**src/logic/rmwr_pkg.sv**
```systemverilog
// Package of constants for the register map and wait/request block.
// Functional notes
// - Enable low holds pin inactive: high or floating.
// - Enable high drives pin as wait or request.
// - Wait drives low on early CPU transfer.
// - Request drives low when ready to transfer.
// - Transmit select follows transmit buffer state.
// - Separate transmit request on terminal-ready pin.
// - Channel bit plus pointer selects; vector shared.
// - No status FIFO: indices 4-7 alias 0-3.
// - Extended read, with the status FIFO also on, returns selected write registers.
// - Point high selects registers 8 to 15.
// - Master interrupt control shared by both channels.
// - Receive select follows receive buffer state.
// - Request appears only while device not selected, except the CRC end pulse.
// - CRC end pulses request low one cycle.
// - Point high and pointer come in one write.
package rmwr_pkg;
  localparam int DATA_W = 8;
  localparam int IDX_W = 4;
  localparam int PTR_W = 3;
  localparam int CHAN_N = 2;
  localparam int REG_N = 16;

  localparam logic [IDX_W-1:0] IDX_CMD = 4'h0;
  localparam logic [IDX_W-1:0] IDX_MODE = 4'h1;
  localparam logic [IDX_W-1:0] IDX_VEC = 4'h2;
  localparam logic [IDX_W-1:0] IDX_RXCTL = 4'h3;
  localparam logic [IDX_W-1:0] IDX_LOW4 = 4'h4;
  localparam logic [IDX_W-1:0] IDX_LOW5 = 4'h5;
  localparam logic [IDX_W-1:0] IDX_FRAME_LO = 4'h6;
  localparam logic [IDX_W-1:0] IDX_FRAME_HI = 4'h7;
  localparam logic [IDX_W-1:0] IDX_DATA = 4'h8;
  localparam logic [IDX_W-1:0] IDX_MIC = 4'h9;
  localparam logic [IDX_W-1:0] IDX_MISC10 = 4'hA;
  localparam logic [IDX_W-1:0] IDX_HI11 = 4'hB;
  localparam logic [IDX_W-1:0] IDX_HI13 = 4'hD;
  localparam logic [IDX_W-1:0] IDX_HI14 = 4'hE;
  localparam logic [IDX_W-1:0] IDX_STAT_EN = 4'hF;
  localparam logic [IDX_W-1:0] IDX_ALIAS_OFS = 4'h4;

  localparam int MODE_WREQ_EN = 7;
  localparam int MODE_FUNC_REQ = 6;
  localparam int MODE_RX_SEL = 5;
  localparam int CMD_CODE_LSB = 3;
  localparam int CRC_CODE_LSB = 6;
  localparam logic [2:0] CMD_POINT_HIGH = 3'h1;
  localparam int STAT_FIFO_BIT = 2;
  localparam int STAT_PRIME_BIT = 0;
  localparam int ENH_EXT_READ = 6;
  localparam int DTR_REQ_BIT = 2;

  localparam logic [DATA_W-1:0] RST_BYTE = 8'h00;
  localparam logic [PTR_W-1:0] RST_PTR = 3'h0;
endpackage : rmwr_pkg

```
**src/logic/rmwr_top.sv**
```systemverilog
// Register address decode and wait/request control for a two-channel serial controller.
module rmwr_top (
  input wire logic sys_clk,
  input wire logic srst,
  input wire logic cs,
  input wire logic rd_en,
  input wire logic wr_en,
  input wire logic chan_sel,
  input wire logic [rmwr_pkg::DATA_W-1:0] din,
  input wire logic [1:0][15:0][rmwr_pkg::DATA_W-1:0] rr_image,
  input wire logic [1:0] tx_full,
  input wire logic [1:0] rx_avail,
  input wire logic [1:0] sync_mode,
  input wire logic [1:0] crc_end,
  output logic [rmwr_pkg::DATA_W-1:0] dout,
  output logic cmd_stb,
  output logic [2:0] cmd_code,
  output logic [1:0] crc_code,
  output logic cmd_chan,
  output logic [rmwr_pkg::DATA_W-1:0] tx_data,
  output logic [1:0] tx_load,
  output logic [1:0] rx_take,
  output logic [rmwr_pkg::DATA_W-1:0] irq_vector,
  output logic [rmwr_pkg::DATA_W-1:0] master_irq_ctl,
  output logic [1:0] wreq_o,
  output logic [1:0] wreq_oe,
  output logic [1:0] dtr_req_o
);
  import rmwr_pkg::*;

  // ----------------------------------------------------------------
  // Register storage and access tracking
  // ----------------------------------------------------------------
  logic [DATA_W-1:0] wr_reg [0:CHAN_N-1][0:REG_N-1];
  logic [DATA_W-1:0] wr_next [0:CHAN_N-1][0:REG_N-1];
  logic [DATA_W-1:0] enh_reg [0:CHAN_N-1];
  logic [DATA_W-1:0] enh_next [0:CHAN_N-1];
  logic [DATA_W-1:0] vec_reg, vec_next;
  logic [DATA_W-1:0] mic_reg, mic_next;
  logic [PTR_W-1:0] ptr_reg, ptr_next;
  logic ph_reg, ph_next;
  logic busy_reg, busy_next;
  logic [IDX_W-1:0] cur_idx_reg, cur_idx_next;
  logic cur_chan_reg, cur_chan_next;
  logic cur_wr_reg, cur_wr_next;
  logic [DATA_W-1:0] wdat_reg, wdat_next;
  logic [DATA_W-1:0] dout_next;
  logic cmd_stb_next;
  logic [2:0] cmd_code_next;
  logic [1:0] crc_code_next;
  logic cmd_chan_next;
  logic [DATA_W-1:0] tx_data_next;
  logic [1:0] tx_load_next;
  logic [1:0] rx_take_next;

  logic in_cyc;
  logic start;
  logic finish;
  logic [IDX_W-1:0] acc_idx;
  logic acc_chan;
  logic fifo_on;
  logic ext_on;
  logic [DATA_W-1:0] alias_img;
  logic [DATA_W-1:0] rd_val;

  // ----------------------------------------------------------------
  // Access phase
  // ----------------------------------------------------------------
  // All write side effects and the pointer update happen when the bus
  // cycle ends, so a write held off by the wait pin lands with final data.
  assign in_cyc = cs && (rd_en || wr_en);
  assign start = in_cyc && !busy_reg;
  assign finish = !in_cyc && busy_reg;
  assign acc_idx = start ? {ph_reg, ptr_reg} : cur_idx_reg;
  assign acc_chan = start ? chan_sel : cur_chan_reg;

  // ----------------------------------------------------------------
  // Read image selection
  // ----------------------------------------------------------------
  always_comb begin
    fifo_on = wr_reg[acc_chan][IDX_STAT_EN][STAT_FIFO_BIT];
    ext_on = fifo_on && enh_reg[acc_chan][ENH_EXT_READ];
    alias_img = rr_image[acc_chan][acc_idx - IDX_ALIAS_OFS];
    rd_val = rr_image[acc_chan][acc_idx];
    case (acc_idx)
      IDX_LOW4, IDX_LOW5: begin
        rd_val = ext_on ? wr_reg[acc_chan][acc_idx] : alias_img;
      end
      IDX_FRAME_LO, IDX_FRAME_HI: begin
        rd_val = fifo_on ? rr_image[acc_chan][acc_idx] : alias_img;
      end
      IDX_MIC: rd_val = ext_on ? wr_reg[acc_chan][IDX_RXCTL]
        : rr_image[acc_chan][IDX_HI13];
      IDX_HI11: rd_val = ext_on ? wr_reg[acc_chan][IDX_MISC10]
        : rr_image[acc_chan][IDX_STAT_EN];
      IDX_HI14: begin
        rd_val = ext_on ? enh_reg[acc_chan] : rr_image[acc_chan][IDX_HI14];
      end
      default: begin
        rd_val = rr_image[acc_chan][acc_idx];
      end
    endcase
  end

  // ----------------------------------------------------------------
  // Next-state logic
  // ----------------------------------------------------------------
  always_comb begin
    wr_next = wr_reg;
    enh_next = enh_reg;
    vec_next = vec_reg;
    mic_next = mic_reg;
    ptr_next = ptr_reg;
    ph_next = ph_reg;
    busy_next = in_cyc;
    cur_idx_next = cur_idx_reg;
    cur_chan_next = cur_chan_reg;
    cur_wr_next = cur_wr_reg;
    wdat_next = wdat_reg;
    dout_next = dout;
    cmd_stb_next = 1'b0;
    cmd_code_next = cmd_code;
    crc_code_next = crc_code;
    cmd_chan_next = cmd_chan;
    tx_data_next = tx_data;
    tx_load_next = 2'h0;
    rx_take_next = 2'h0;
    if (start) begin
      cur_idx_next = acc_idx;
      cur_chan_next = chan_sel;
      cur_wr_next = wr_en;
    end
    if (in_cyc && wr_en) begin
      wdat_next = din;
    end
    if (in_cyc && rd_en) begin
      dout_next = rd_val;
    end
    if (finish) begin
      if (cur_idx_reg != IDX_CMD) begin
        ptr_next = RST_PTR;
        ph_next = 1'b0;
      end
      if (cur_wr_reg) begin
        case (cur_idx_reg)
          IDX_CMD: begin
            // Pointer and point-high arrive together in one command write.
            ptr_next = wdat_reg[PTR_W-1:0];
            ph_next = (wdat_reg[CMD_CODE_LSB +: 3] == CMD_POINT_HIGH);
            cmd_stb_next = 1'b1;
            cmd_code_next = wdat_reg[CMD_CODE_LSB +: 3];
            crc_code_next = wdat_reg[CRC_CODE_LSB +: 2];
            cmd_chan_next = cur_chan_reg;
            wr_next[cur_chan_reg][IDX_CMD] = wdat_reg;
          end
          IDX_VEC: begin
            vec_next = wdat_reg;
          end
          IDX_MIC: begin
            mic_next = wdat_reg;
          end
          IDX_DATA: begin
            tx_data_next = wdat_reg;
            tx_load_next[cur_chan_reg] = 1'b1;
          end
          IDX_FRAME_HI: begin
            if (wr_reg[cur_chan_reg][IDX_STAT_EN][STAT_PRIME_BIT]) begin
              enh_next[cur_chan_reg] = wdat_reg;
            end else begin
              wr_next[cur_chan_reg][IDX_FRAME_HI] = wdat_reg;
            end
          end
          default: begin
            wr_next[cur_chan_reg][cur_idx_reg] = wdat_reg;
          end
        endcase
      end else if (cur_idx_reg == IDX_DATA) begin
        rx_take_next[cur_chan_reg] = 1'b1;
      end
    end
  end

  // ----------------------------------------------------------------
  // Registers
  // ----------------------------------------------------------------
  always_ff @(posedge sys_clk) begin
    if (srst) begin
      for (int c = 0; c < CHAN_N; c++) begin
        for (int r = 0; r < REG_N; r++) begin
          wr_reg[c][r] <= RST_BYTE;
        end
        enh_reg[c] <= RST_BYTE;
      end
      vec_reg <= RST_BYTE;
      mic_reg <= RST_BYTE;
      ptr_reg <= RST_PTR;
      ph_reg <= 1'b0;
      busy_reg <= 1'b0;
      cur_idx_reg <= IDX_CMD;
      cur_chan_reg <= 1'b0;
      cur_wr_reg <= 1'b0;
      wdat_reg <= RST_BYTE;
      dout <= RST_BYTE;
      cmd_stb <= 1'b0;
      cmd_code <= 3'h0;
      crc_code <= 2'h0;
      cmd_chan <= 1'b0;
      tx_data <= RST_BYTE;
      tx_load <= 2'h0;
      rx_take <= 2'h0;
    end else begin
      wr_reg <= wr_next;
      enh_reg <= enh_next;
      vec_reg <= vec_next;
      mic_reg <= mic_next;
      ptr_reg <= ptr_next;
      ph_reg <= ph_next;
      busy_reg <= busy_next;
      cur_idx_reg <= cur_idx_next;
      cur_chan_reg <= cur_chan_next;
      cur_wr_reg <= cur_wr_next;
      wdat_reg <= wdat_next;
      dout <= dout_next;
      cmd_stb <= cmd_stb_next;
      cmd_code <= cmd_code_next;
      crc_code <= crc_code_next;
      cmd_chan <= cmd_chan_next;
      tx_data <= tx_data_next;
      tx_load <= tx_load_next;
      rx_take <= rx_take_next;
    end
  end

  assign irq_vector = vec_reg;
  assign master_irq_ctl = mic_reg;

  // ----------------------------------------------------------------
  // Wait/request pins, one controller per channel
  // ----------------------------------------------------------------
  for (genvar c = 0; c < CHAN_N; c++) begin : g_chan
    rmwr_wreq u_wreq (
      .sys_clk(sys_clk),
      .srst(srst),
      .wreq_en(wr_reg[c][IDX_MODE][MODE_WREQ_EN]),
      .func_req(wr_reg[c][IDX_MODE][MODE_FUNC_REQ]),
      .rx_sel(wr_reg[c][IDX_MODE][MODE_RX_SEL]),
      .dtr_req_en(wr_reg[c][IDX_HI14][DTR_REQ_BIT]),
      .tx_full(tx_full[c]),
      .rx_avail(rx_avail[c]),
      .sync_mode(sync_mode[c]),
      .crc_end(crc_end[c]),
      .selected(cs),
      .cpu_rd_data(in_cyc && rd_en && (acc_chan == 1'(c)) && (acc_idx == IDX_DATA)),
      .cpu_wr_data(in_cyc && wr_en && (acc_chan == 1'(c)) && (acc_idx == IDX_DATA)),
      .pin_o(wreq_o[c]),
      .pin_oe(wreq_oe[c]),
      .dtr_o(dtr_req_o[c])
    );
  end

  wire logic [DATA_W-1:0] chk_img = rr_image[acc_chan][acc_idx];
endmodule : rmwr_top

```
**src/logic/rmwr_wreq.sv**
```systemverilog
// Per-channel wait/request pin and transmit request pin control.
module rmwr_wreq (
  input wire logic sys_clk,
  input wire logic srst,
  input wire logic wreq_en,
  input wire logic func_req,
  input wire logic rx_sel,
  input wire logic dtr_req_en,
  input wire logic tx_full,
  input wire logic rx_avail,
  input wire logic sync_mode,
  input wire logic crc_end,
  input wire logic selected,
  input wire logic cpu_rd_data,
  input wire logic cpu_wr_data,
  output logic pin_o,
  output logic pin_oe,
  output logic dtr_o
);
  import rmwr_pkg::*;

  logic pin_o_next;
  logic pin_oe_next;
  logic dtr_next;
  logic ready;
  logic stall;
  logic crc_hit;

  always_comb begin
    ready = rx_sel ? rx_avail : !tx_full;
    stall = rx_sel ? (cpu_rd_data && !rx_avail) : (cpu_wr_data && tx_full);
    crc_hit = !rx_sel && sync_mode && crc_end;
    if (!func_req) begin
      pin_o_next = 1'b0;
      pin_oe_next = wreq_en && stall;
    end else begin
      pin_oe_next = 1'b1;
      // Ready request is masked while chip select is high so it cannot race the access in progress; the CRC end pulse is not.
      pin_o_next = !(wreq_en && ((ready && !selected) || crc_hit));
    end
    dtr_next = !(dtr_req_en && !tx_full && !selected);
  end

  always_ff @(posedge sys_clk) begin
    if (srst) begin
      pin_o <= 1'b1;
      pin_oe <= 1'b0;
      dtr_o <= 1'b1;
    end else begin
      pin_o <= pin_o_next;
      pin_oe <= pin_oe_next;
      dtr_o <= dtr_next;
    end
  end
endmodule : rmwr_wreq

```
**config.mk**
```make
export PLATFORM = sky130hd
export DESIGN_NAME = rmwr_top
export DESIGN_NICKNAME = d
export VERILOG_FILES = /design/src/logic/rmwr_pkg.sv /design/src/logic/rmwr_top.sv /design/src/logic/rmwr_wreq.sv
export SDC_FILE = /design/constraint.sdc
export NUM_CORES = 1
export LEC_CHECK = 0
export BUFFER_PORTS_ARGS = -buffer_cell sky130_fd_sc_hd__buf_2
export CAP_MARGIN = 0
export CELL_PAD_IN_SITES_DETAIL_PLACEMENT = 1
export CELL_PAD_IN_SITES_GLOBAL_PLACEMENT = 1
export CORE_UTILIZATION = 45
export CTS_CLUSTER_SIZE = 14
export DETAILED_ROUTE_END_ITERATION = 10
export PLACE_DENSITY = 0.84
export SYNTH_ARGS = -nofsm -noshare
export SYNTH_HDL_FRONTEND = slang
export SYNTH_SLANG_ARGS = --single-unit
```
**constraint.sdc**
```tcl
create_clock -name sys_clk -period 5.5 [get_ports sys_clk]
set_input_delay 0.55 -clock sys_clk [delete_from_list [all_inputs] [get_ports sys_clk]]
set_output_delay 0.55 -clock sys_clk [all_outputs]
set_load 0.01 [all_outputs]
```
; Yosys cells after proc, flatten, opt, wreduce, memory -nomap -nowiden
; Cells that the tools add are included.
[totals]
reg_bits = 340
input_bits = 278
output_inout_bits = 49
word_cells = 215
[op_classes]
n_addsub = 1
magnitude_cmp = 11
n_eq_ne = 14
n_mux = 60
bitwise_logic = 8
n_reduce_logical = 64
[ops]
columns = cell, count
row1 = $mux W128, 7
row2 = $bwmux W256, 3
row3 = $pmux W256 S3, 1
row4 = $demux W128 S1, 3
row5 = $mux W256, 1
row6 = $mux W8, 14
row7 = $bmux W8 S4, 3
row8 = $mux W72, 1
row9 = $pmux W8 S5, 1
row10 = $logic_and A1 B1 Y1, 35
row11 = $demux W8 S4, 1
row12 = $eq A4 B4 Y1 const B, 6
row13 = $eq A4 B3 Y1 const B, 5
row14 = $mux W1, 17
row15 = $bwmux W16, 1
row16 = $logic_not A1 Y1, 13
row17 = $reduce_and A3 Y1, 4
row18 = $ge A5 B5 Y1 const B, 2
row19 = $lt A4 B5 Y1 const B, 2
row20 = $not A4 Y5, 2
row21 = $mux W3, 3
row22 = $reduce_or A3 Y1, 3
row23 = $demux W8 S1, 1
row24 = $reduce_and A4 Y1, 2
row25 = other kinds (18), 27

; Depth between registers and ports, before layout
[depth]
ltp_word = 13
depth_mapped = 16
ltp_nobuf = 12

; By module
; Synthesis repeated with hierarchy kept, for this count alone.
[hier_totals]
hier_cells = 2047
area_unflattened_um2 = 17150.2
[by_module_without_submodules]
columns = module, n_inst, cells_each, area_per_inst_um2, seq_area_each_um2
row1 = rmwr_top, 1, 2017, 16879.9, 6185.9
row2 = rmwr_wreq, 2, 15, 135.1, 60.1

; Worst setup path after synthesis
; No wires, ideal clock.
[synth_timing]
path_kind = input to register
start = in cs
end = reg dout[5] (netlist name)
setup_ps = 60
arrival_time_ps = 3581
required_ps = 5440
setup_slack_ps = 1859
stages = 16
n_path_buf = 4
cell_sequence = buf_4 o21a_1 buf_6 nand2_4 mux2i_4 inv_2 clkbuf_1 clkbuf_1 ha_1 nand3_1 a21oi_2 nand3_1 a2111oi_0 a2111oi_2 a41oi_1 a221o_1
[synth_between]
word_cells_on_any_way = 39
classes_between = add/sub: 1 / eq/ne: 7 / mux: 23 / bitwise: 2 / reduce/logical: 6
[synth_lines]
columns = item, line
row1 = "start, declared", rmwr_top.sv:5  ; input wire logic cs,
row2 = $logic_and A1 B1 Y1 *, rmwr_top.sv:71  ; assign in_cyc = cs && (rd_en || wr_en);
row3 = $logic_and A1 B1 Y1 *, rmwr_top.sv:72  ; assign start = in_cyc && !busy_reg;
row4 = $mux W4 *, rmwr_top.sv:74  ; assign acc_idx = start ? {ph_reg, ptr_reg} : cur_idx_reg;
row5 = net acc_idx[2], rmwr_top.sv:59  ; logic [IDX_W-1:0] acc_idx;
row6 = "parallel branches: the longest is 5 deep, another holds $sub A4 B3 Y4", n/a
row7 = $pmux W8 S5 *, rmwr_top.sv:85  ; case (acc_idx)
row8 = "end signal, assigned", rmwr_top.sv:223  ; dout <= dout_next;
row9 = "end, declared", rmwr_top.sv:15  ; output logic [rmwr_pkg::DATA_W-1:0] dout,
; Mark *: on every way through the listed nets, which the timed path passes. The select of a mux whose other input is x is not followed.
; A chain may end at the register's enable or synchronous reset.

; Worst setup path in the final report
[layout_timing]
start = reg busy_reg
end = reg dout[4] (netlist name)
[layout_between]
elab_chain_cells = 12
word_cells_on_any_way = 38
classes_between = add/sub: 1 / eq/ne: 7 / mux: 23 / bitwise: 2 / reduce/logical: 5
[layout_rtl]
columns = item, line
row1 = "start, declared", rmwr_top.sv:42  ; logic busy_reg, busy_next;
row2 = "start signal, assigned", rmwr_top.sv:218  ; busy_reg <= busy_next;
row3 = $logic_not A1 Y1 *, rmwr_top.sv:72
row4 = $logic_and A1 B1 Y1 *, rmwr_top.sv:72
row5 = $mux W1, n/a
row6 = $not A1 Y2 (implied by the code), n/a
row7 = $mux W128 (implied by the code) (3 in a row), rmwr_top.sv:94  ; IDX_HI11: rd_val = ext_on ? wr_reg[acc_chan][IDX_MISC10]
row8 = $bmux W8 S4, rmwr_top.sv:87  ; rd_val = ext_on ? wr_reg[acc_chan][acc_idx] : alias_img;
row9 = $mux W8 (implied by the code) (2 in a row), rmwr_top.sv:87
row10 = $mux W8, rmwr_top.sv:87
row11 = $pmux W8 S5 *, rmwr_top.sv:85
; Every way passes the cells marked *; elsewhere a longest branch is shown, timed or not. The select of a mux whose other input is x is not followed.

==> impl_results.md <==
* WL final at approximately 78000 um
* Syn Std Cell Area at between 0.015 and 0.02 mm2
* # hold bufs at CTS at 0
* Slew Viols, Final at 0
* First-pass GRT wire length at around 110000 um
* Max reg flops at approximately 240
* Fmax at around 240 MHz
* Synth Register Bits at 320
* Ranking of synthesized cells by area: dfxtp_1, mux2i_1, nor2_1
* Vias per inst at about 6.4
* RSZ-0062 raised after global routing: no
* Final WS setup at 1.39 ns
* Netlist cell types at 85
* Number of synthesized flops with an enable pin at 0
* GRT Util Overall at 0.390
* Sw Pwr at 1430 uW
* Fin crit period at between 4 and 5 ns
* CP Data Required Time at between 5 and 6 ns
* Share of cells above drive strength 1 at 0.214
* Comb power frac at 0.107
* Post-synth top area share at 0.373
* H-tree depth at 2
* Sequential cell area fraction in the yosys report at 0.373
* Clk sinks at between 300 and 400
* Vias in the first global route at around 18000
* Leakage at between 0.009 and 0.01 uW
* PostCTS Resize Cnt at 0
* Clock latency at the later pin of the worst-skew pair at between 0.5 and 0.6 ns
* Crit path buf inv count at 3
* DP Cell Count at between 2000 and 3000
* Most frequent cell on the critical path: buf_4
* Cells after synthesis at a little over 2000
* WP data arrival at about 4.5 ns
* Post-CTS setup buffers at 0
* Outcome: finished clean
* Die height at 197 um
* Dpl hpwl at around 54000 um
* Initial Util at 0.457
* Gpl congestion at approximately 1
* Initial antenna violation count at 4
* Max-cap violations at 0
* Num rows at 71
* Num CTS Buffers at 36
* Max Fanout on Critical Path at 18
* Buffers on Ports at approximately 330
* Clock skew at approximately 0.016 ns
* CP max-delay cell: dfxtp_1
* CTS clk-pin slew, worst paths at approximately 0.060 ns
* Final hold violations at 0
* Root Driver: clkbuf_16
* Number of nets in the layout at 2556
* Setup tns final at 0 ns
* Most common flop cell mapped by yosys: dfxtp_1
* Die width at 197 um
* DRC at 0
* CP Capture Type: register
* Worst vdd ir at around 220 uV
* Die area at around 0.039 mm2
* Slew headroom at 0.173
* Pin slew with the least headroom to its limit at 1.23 ns
* Crit path max-delay family: buffers and inverters
* Design Area, Final at 0.0203 mm2
* Flop-to-flop setup slack at between 1 and 1.5 ns
* I/O pin count at 327
* HP Start: din[7]
* Fillers at ~4600
* Power Density at ~270 mW/mm2
* Final setup vio count at 0
* Clock power frac at 0.461
* Asr flop ratio synth at 0
* R2r startpoint: busy_reg$_SDFF_PP0_
* Avg Cell Area, Syn at between 8 and 9 um2
* Critical path class: reg -> reg
* Hold Crit Class: in -> reg
* Grt ovf at 0
* Post-route non-filler standard cell count at about 2800
* CTS tree: yes
* DRT Pass-1 Iters at 5
* Drt wl/cell at roughly 28 um
* Sw frac at 0.262
* Post-synth top area cell: dfxtp_1
* Antenna viol nets, final at 0
* Largest net degree at the start of global routing at between 200 and 250
* Syn_nets at about 2300
* Worst hold path cell count at 3
* Cell-internal power at a little over 4000 uW
* Critical Path Source Type: register
* FF-to-FF path depth at 12
* DR vias at 17957
* Largest stage delay, worst path at 0.72 ns
* Clk buf depth at 3
* Worst Hold End: wdat_reg[7]$_SDFFE_PP0P_
* Synthesis-to-layout area growth at 17.9%
* CP Cell Sequence: inv_2 -> nand2_4 -> mux2i_4 -> buf_4 -> ha_1 -> a221oi_1 -> buf_4 -> a31oi_1 -> o21ai_0 -> nor4_1 -> o2111ai_1 -> a22o_1
* Core area at around 0.038 mm2
* Placed instance area at around 0.019 mm2
* Place WS at roughly 1.1 ns
* Period utilisation layout at 0.747
* Initial DRC Count at between 1500 and 2000
* Total power at ~5500 uW
* Reg2Reg Capture Point: dout[4]$_SDFFE_PP0P_
* Reg power frac at 0.432
* Ys Warns at 0
-- synth_stat cells, types with 5 or more instances --
cell       count
o21ai_1        8
a2111o_1      12
a32oi_1       29
o22ai_1       18
a21oi_1       69
nand2_1      254
buf_6          7
nor2b_1       50
or4_1         12
o211ai_1       5
nand4_1        8
o31ai_1        5
mux2_2         7
inv_1          5
buf_1         12
a221oi_1       7
a31oi_1       25
a211oi_1      89
a21o_1         5
dfxtp_1      320
o21ai_0       38
a2111oi_0     10
a22o_1         5
buf_4         25
buf_2         34
nand3_1       96
o221ai_1      14
mux4_2         7
nor2_1       269
and2_1        10
mux2i_1      270
nor3_1        12
and3_1       101
clkbuf_1     117
nand2b_1       6
-- worst register-to-register path: cells and delay by family, from the launching register on --
family | cells | cell delay [ns]
AND/OR/NAND/NOR | 2 | 0.72
adder cells (fa/ha/maj) | 1 | 0.44
flip-flops | 1 | 0.72
buffers and inverters | 3 | 0.88
multiplexers | 1 | 0.43
AO/OA/AOI/OAI | 5 | 0.81
-- power by group through the flow --
stage / combinational (uW) / sequential [uW] / clock (uW)
6_report: 585 / 2360 / 2520
4_1_cts: 572 / 2360 / 2530
3_3_place_gp: 562 / 2410 / 0
2_1_floorplan: 339 / 2380 / 0
3_5_place_dp: 568 / 2410 / 0
5_1_grt: 611 / 2360 / 2620
-- per-stage QoR --
step | util | hold WS [ns]
2_1_floorplan | - | 0.382
3_3_place_gp | 0.506 | 0.395
3_5_place_dp | 0.506 | 0.395
4_1_cts | 0.539 | 0.250
5_1_grt | 0.539 | 0.269
6_report | 0.539 | 0.263
-- cell type report --
class,instances,area [um2],share of cell area
Multi-Input combinational cell,1528,9860,0.487
Tap cell,511,639,0.0316
Antenna cell,2,5.00,0.000247
Sequential cell,320,6410,0.316
Timing Repair Buffer,381,2090,0.103
Clock inverter,11,124,0.00611
Clock buffer,54,1100,0.0543
Inverter,8,30.0,0.00148
-- logic make-up after synthesis --
family          Yosys count  share of synthesized area
flops                   320                      0.373
mux                     287                      0.174
compound gates          390                      0.164
simple gates            848                      0.230
fa+ha+maj                 3                    0.00218
buf+inv                 205                     0.0559
-- layout by cell type, fill, tap and decap left out, drive strengths merged, types with 10 or more instances in the layout --
cell type / synthesis / routed
inv: 8 / 12
a2111o: 12 / 12
nand3: 99 / 99
mux2i: 272 / 272
a21oi: 72 / 72
nor2: 272 / 272
buf: 78 / 380
nor3: 14 / 14
clkbuf: 119 / 55
o22ai: 18 / 18
o21ai: 48 / 48
o221ai: 14 / 14
and3: 102 / 102
or4: 12 / 12
a32oi: 29 / 29
nand2: 256 / 256
nor2b: 50 / 50
dfxtp: 320 / 320
a2111oi: 12 / 12
a31oi: 25 / 25
and2: 10 / 10
a211oi: 91 / 91
-- worst max-delay path by stage --
stage / start / endpoint / slack [ns] / cells after the start
4_1_cts: busy_reg$_SDFF_PP0_ / dout[4]$_SDFFE_PP0P_ / 1.53 / 10
2_1_floorplan: cs / dout[5]$_SDFFE_PP0P_ / 1.86 / 16
3_3_place_gp: cs / dout[5]$_SDFFE_PP0P_ / 1.17 / 12
6_report: busy_reg$_SDFF_PP0_ / dout[4]$_SDFFE_PP0P_ / 1.39 / 12
3_5_place_dp: cs / dout[4]$_SDFFE_PP0P_ / 1.11 / 13
5_1_grt: busy_reg$_SDFF_PP0_ / dout[4]$_SDFFE_PP0P_ / 1.33 / 12
-- routing by layer --
metal  GRT usage  share of wire  vias up
met1       0.479           0.40     8931
met5           0        0.00032        -
li1            -              -     7828
met2       0.641           0.46      962
met3      0.0784          0.085      232
met4       0.208          0.054        4
No activity file was read; power rests on OpenSTA's default activity.
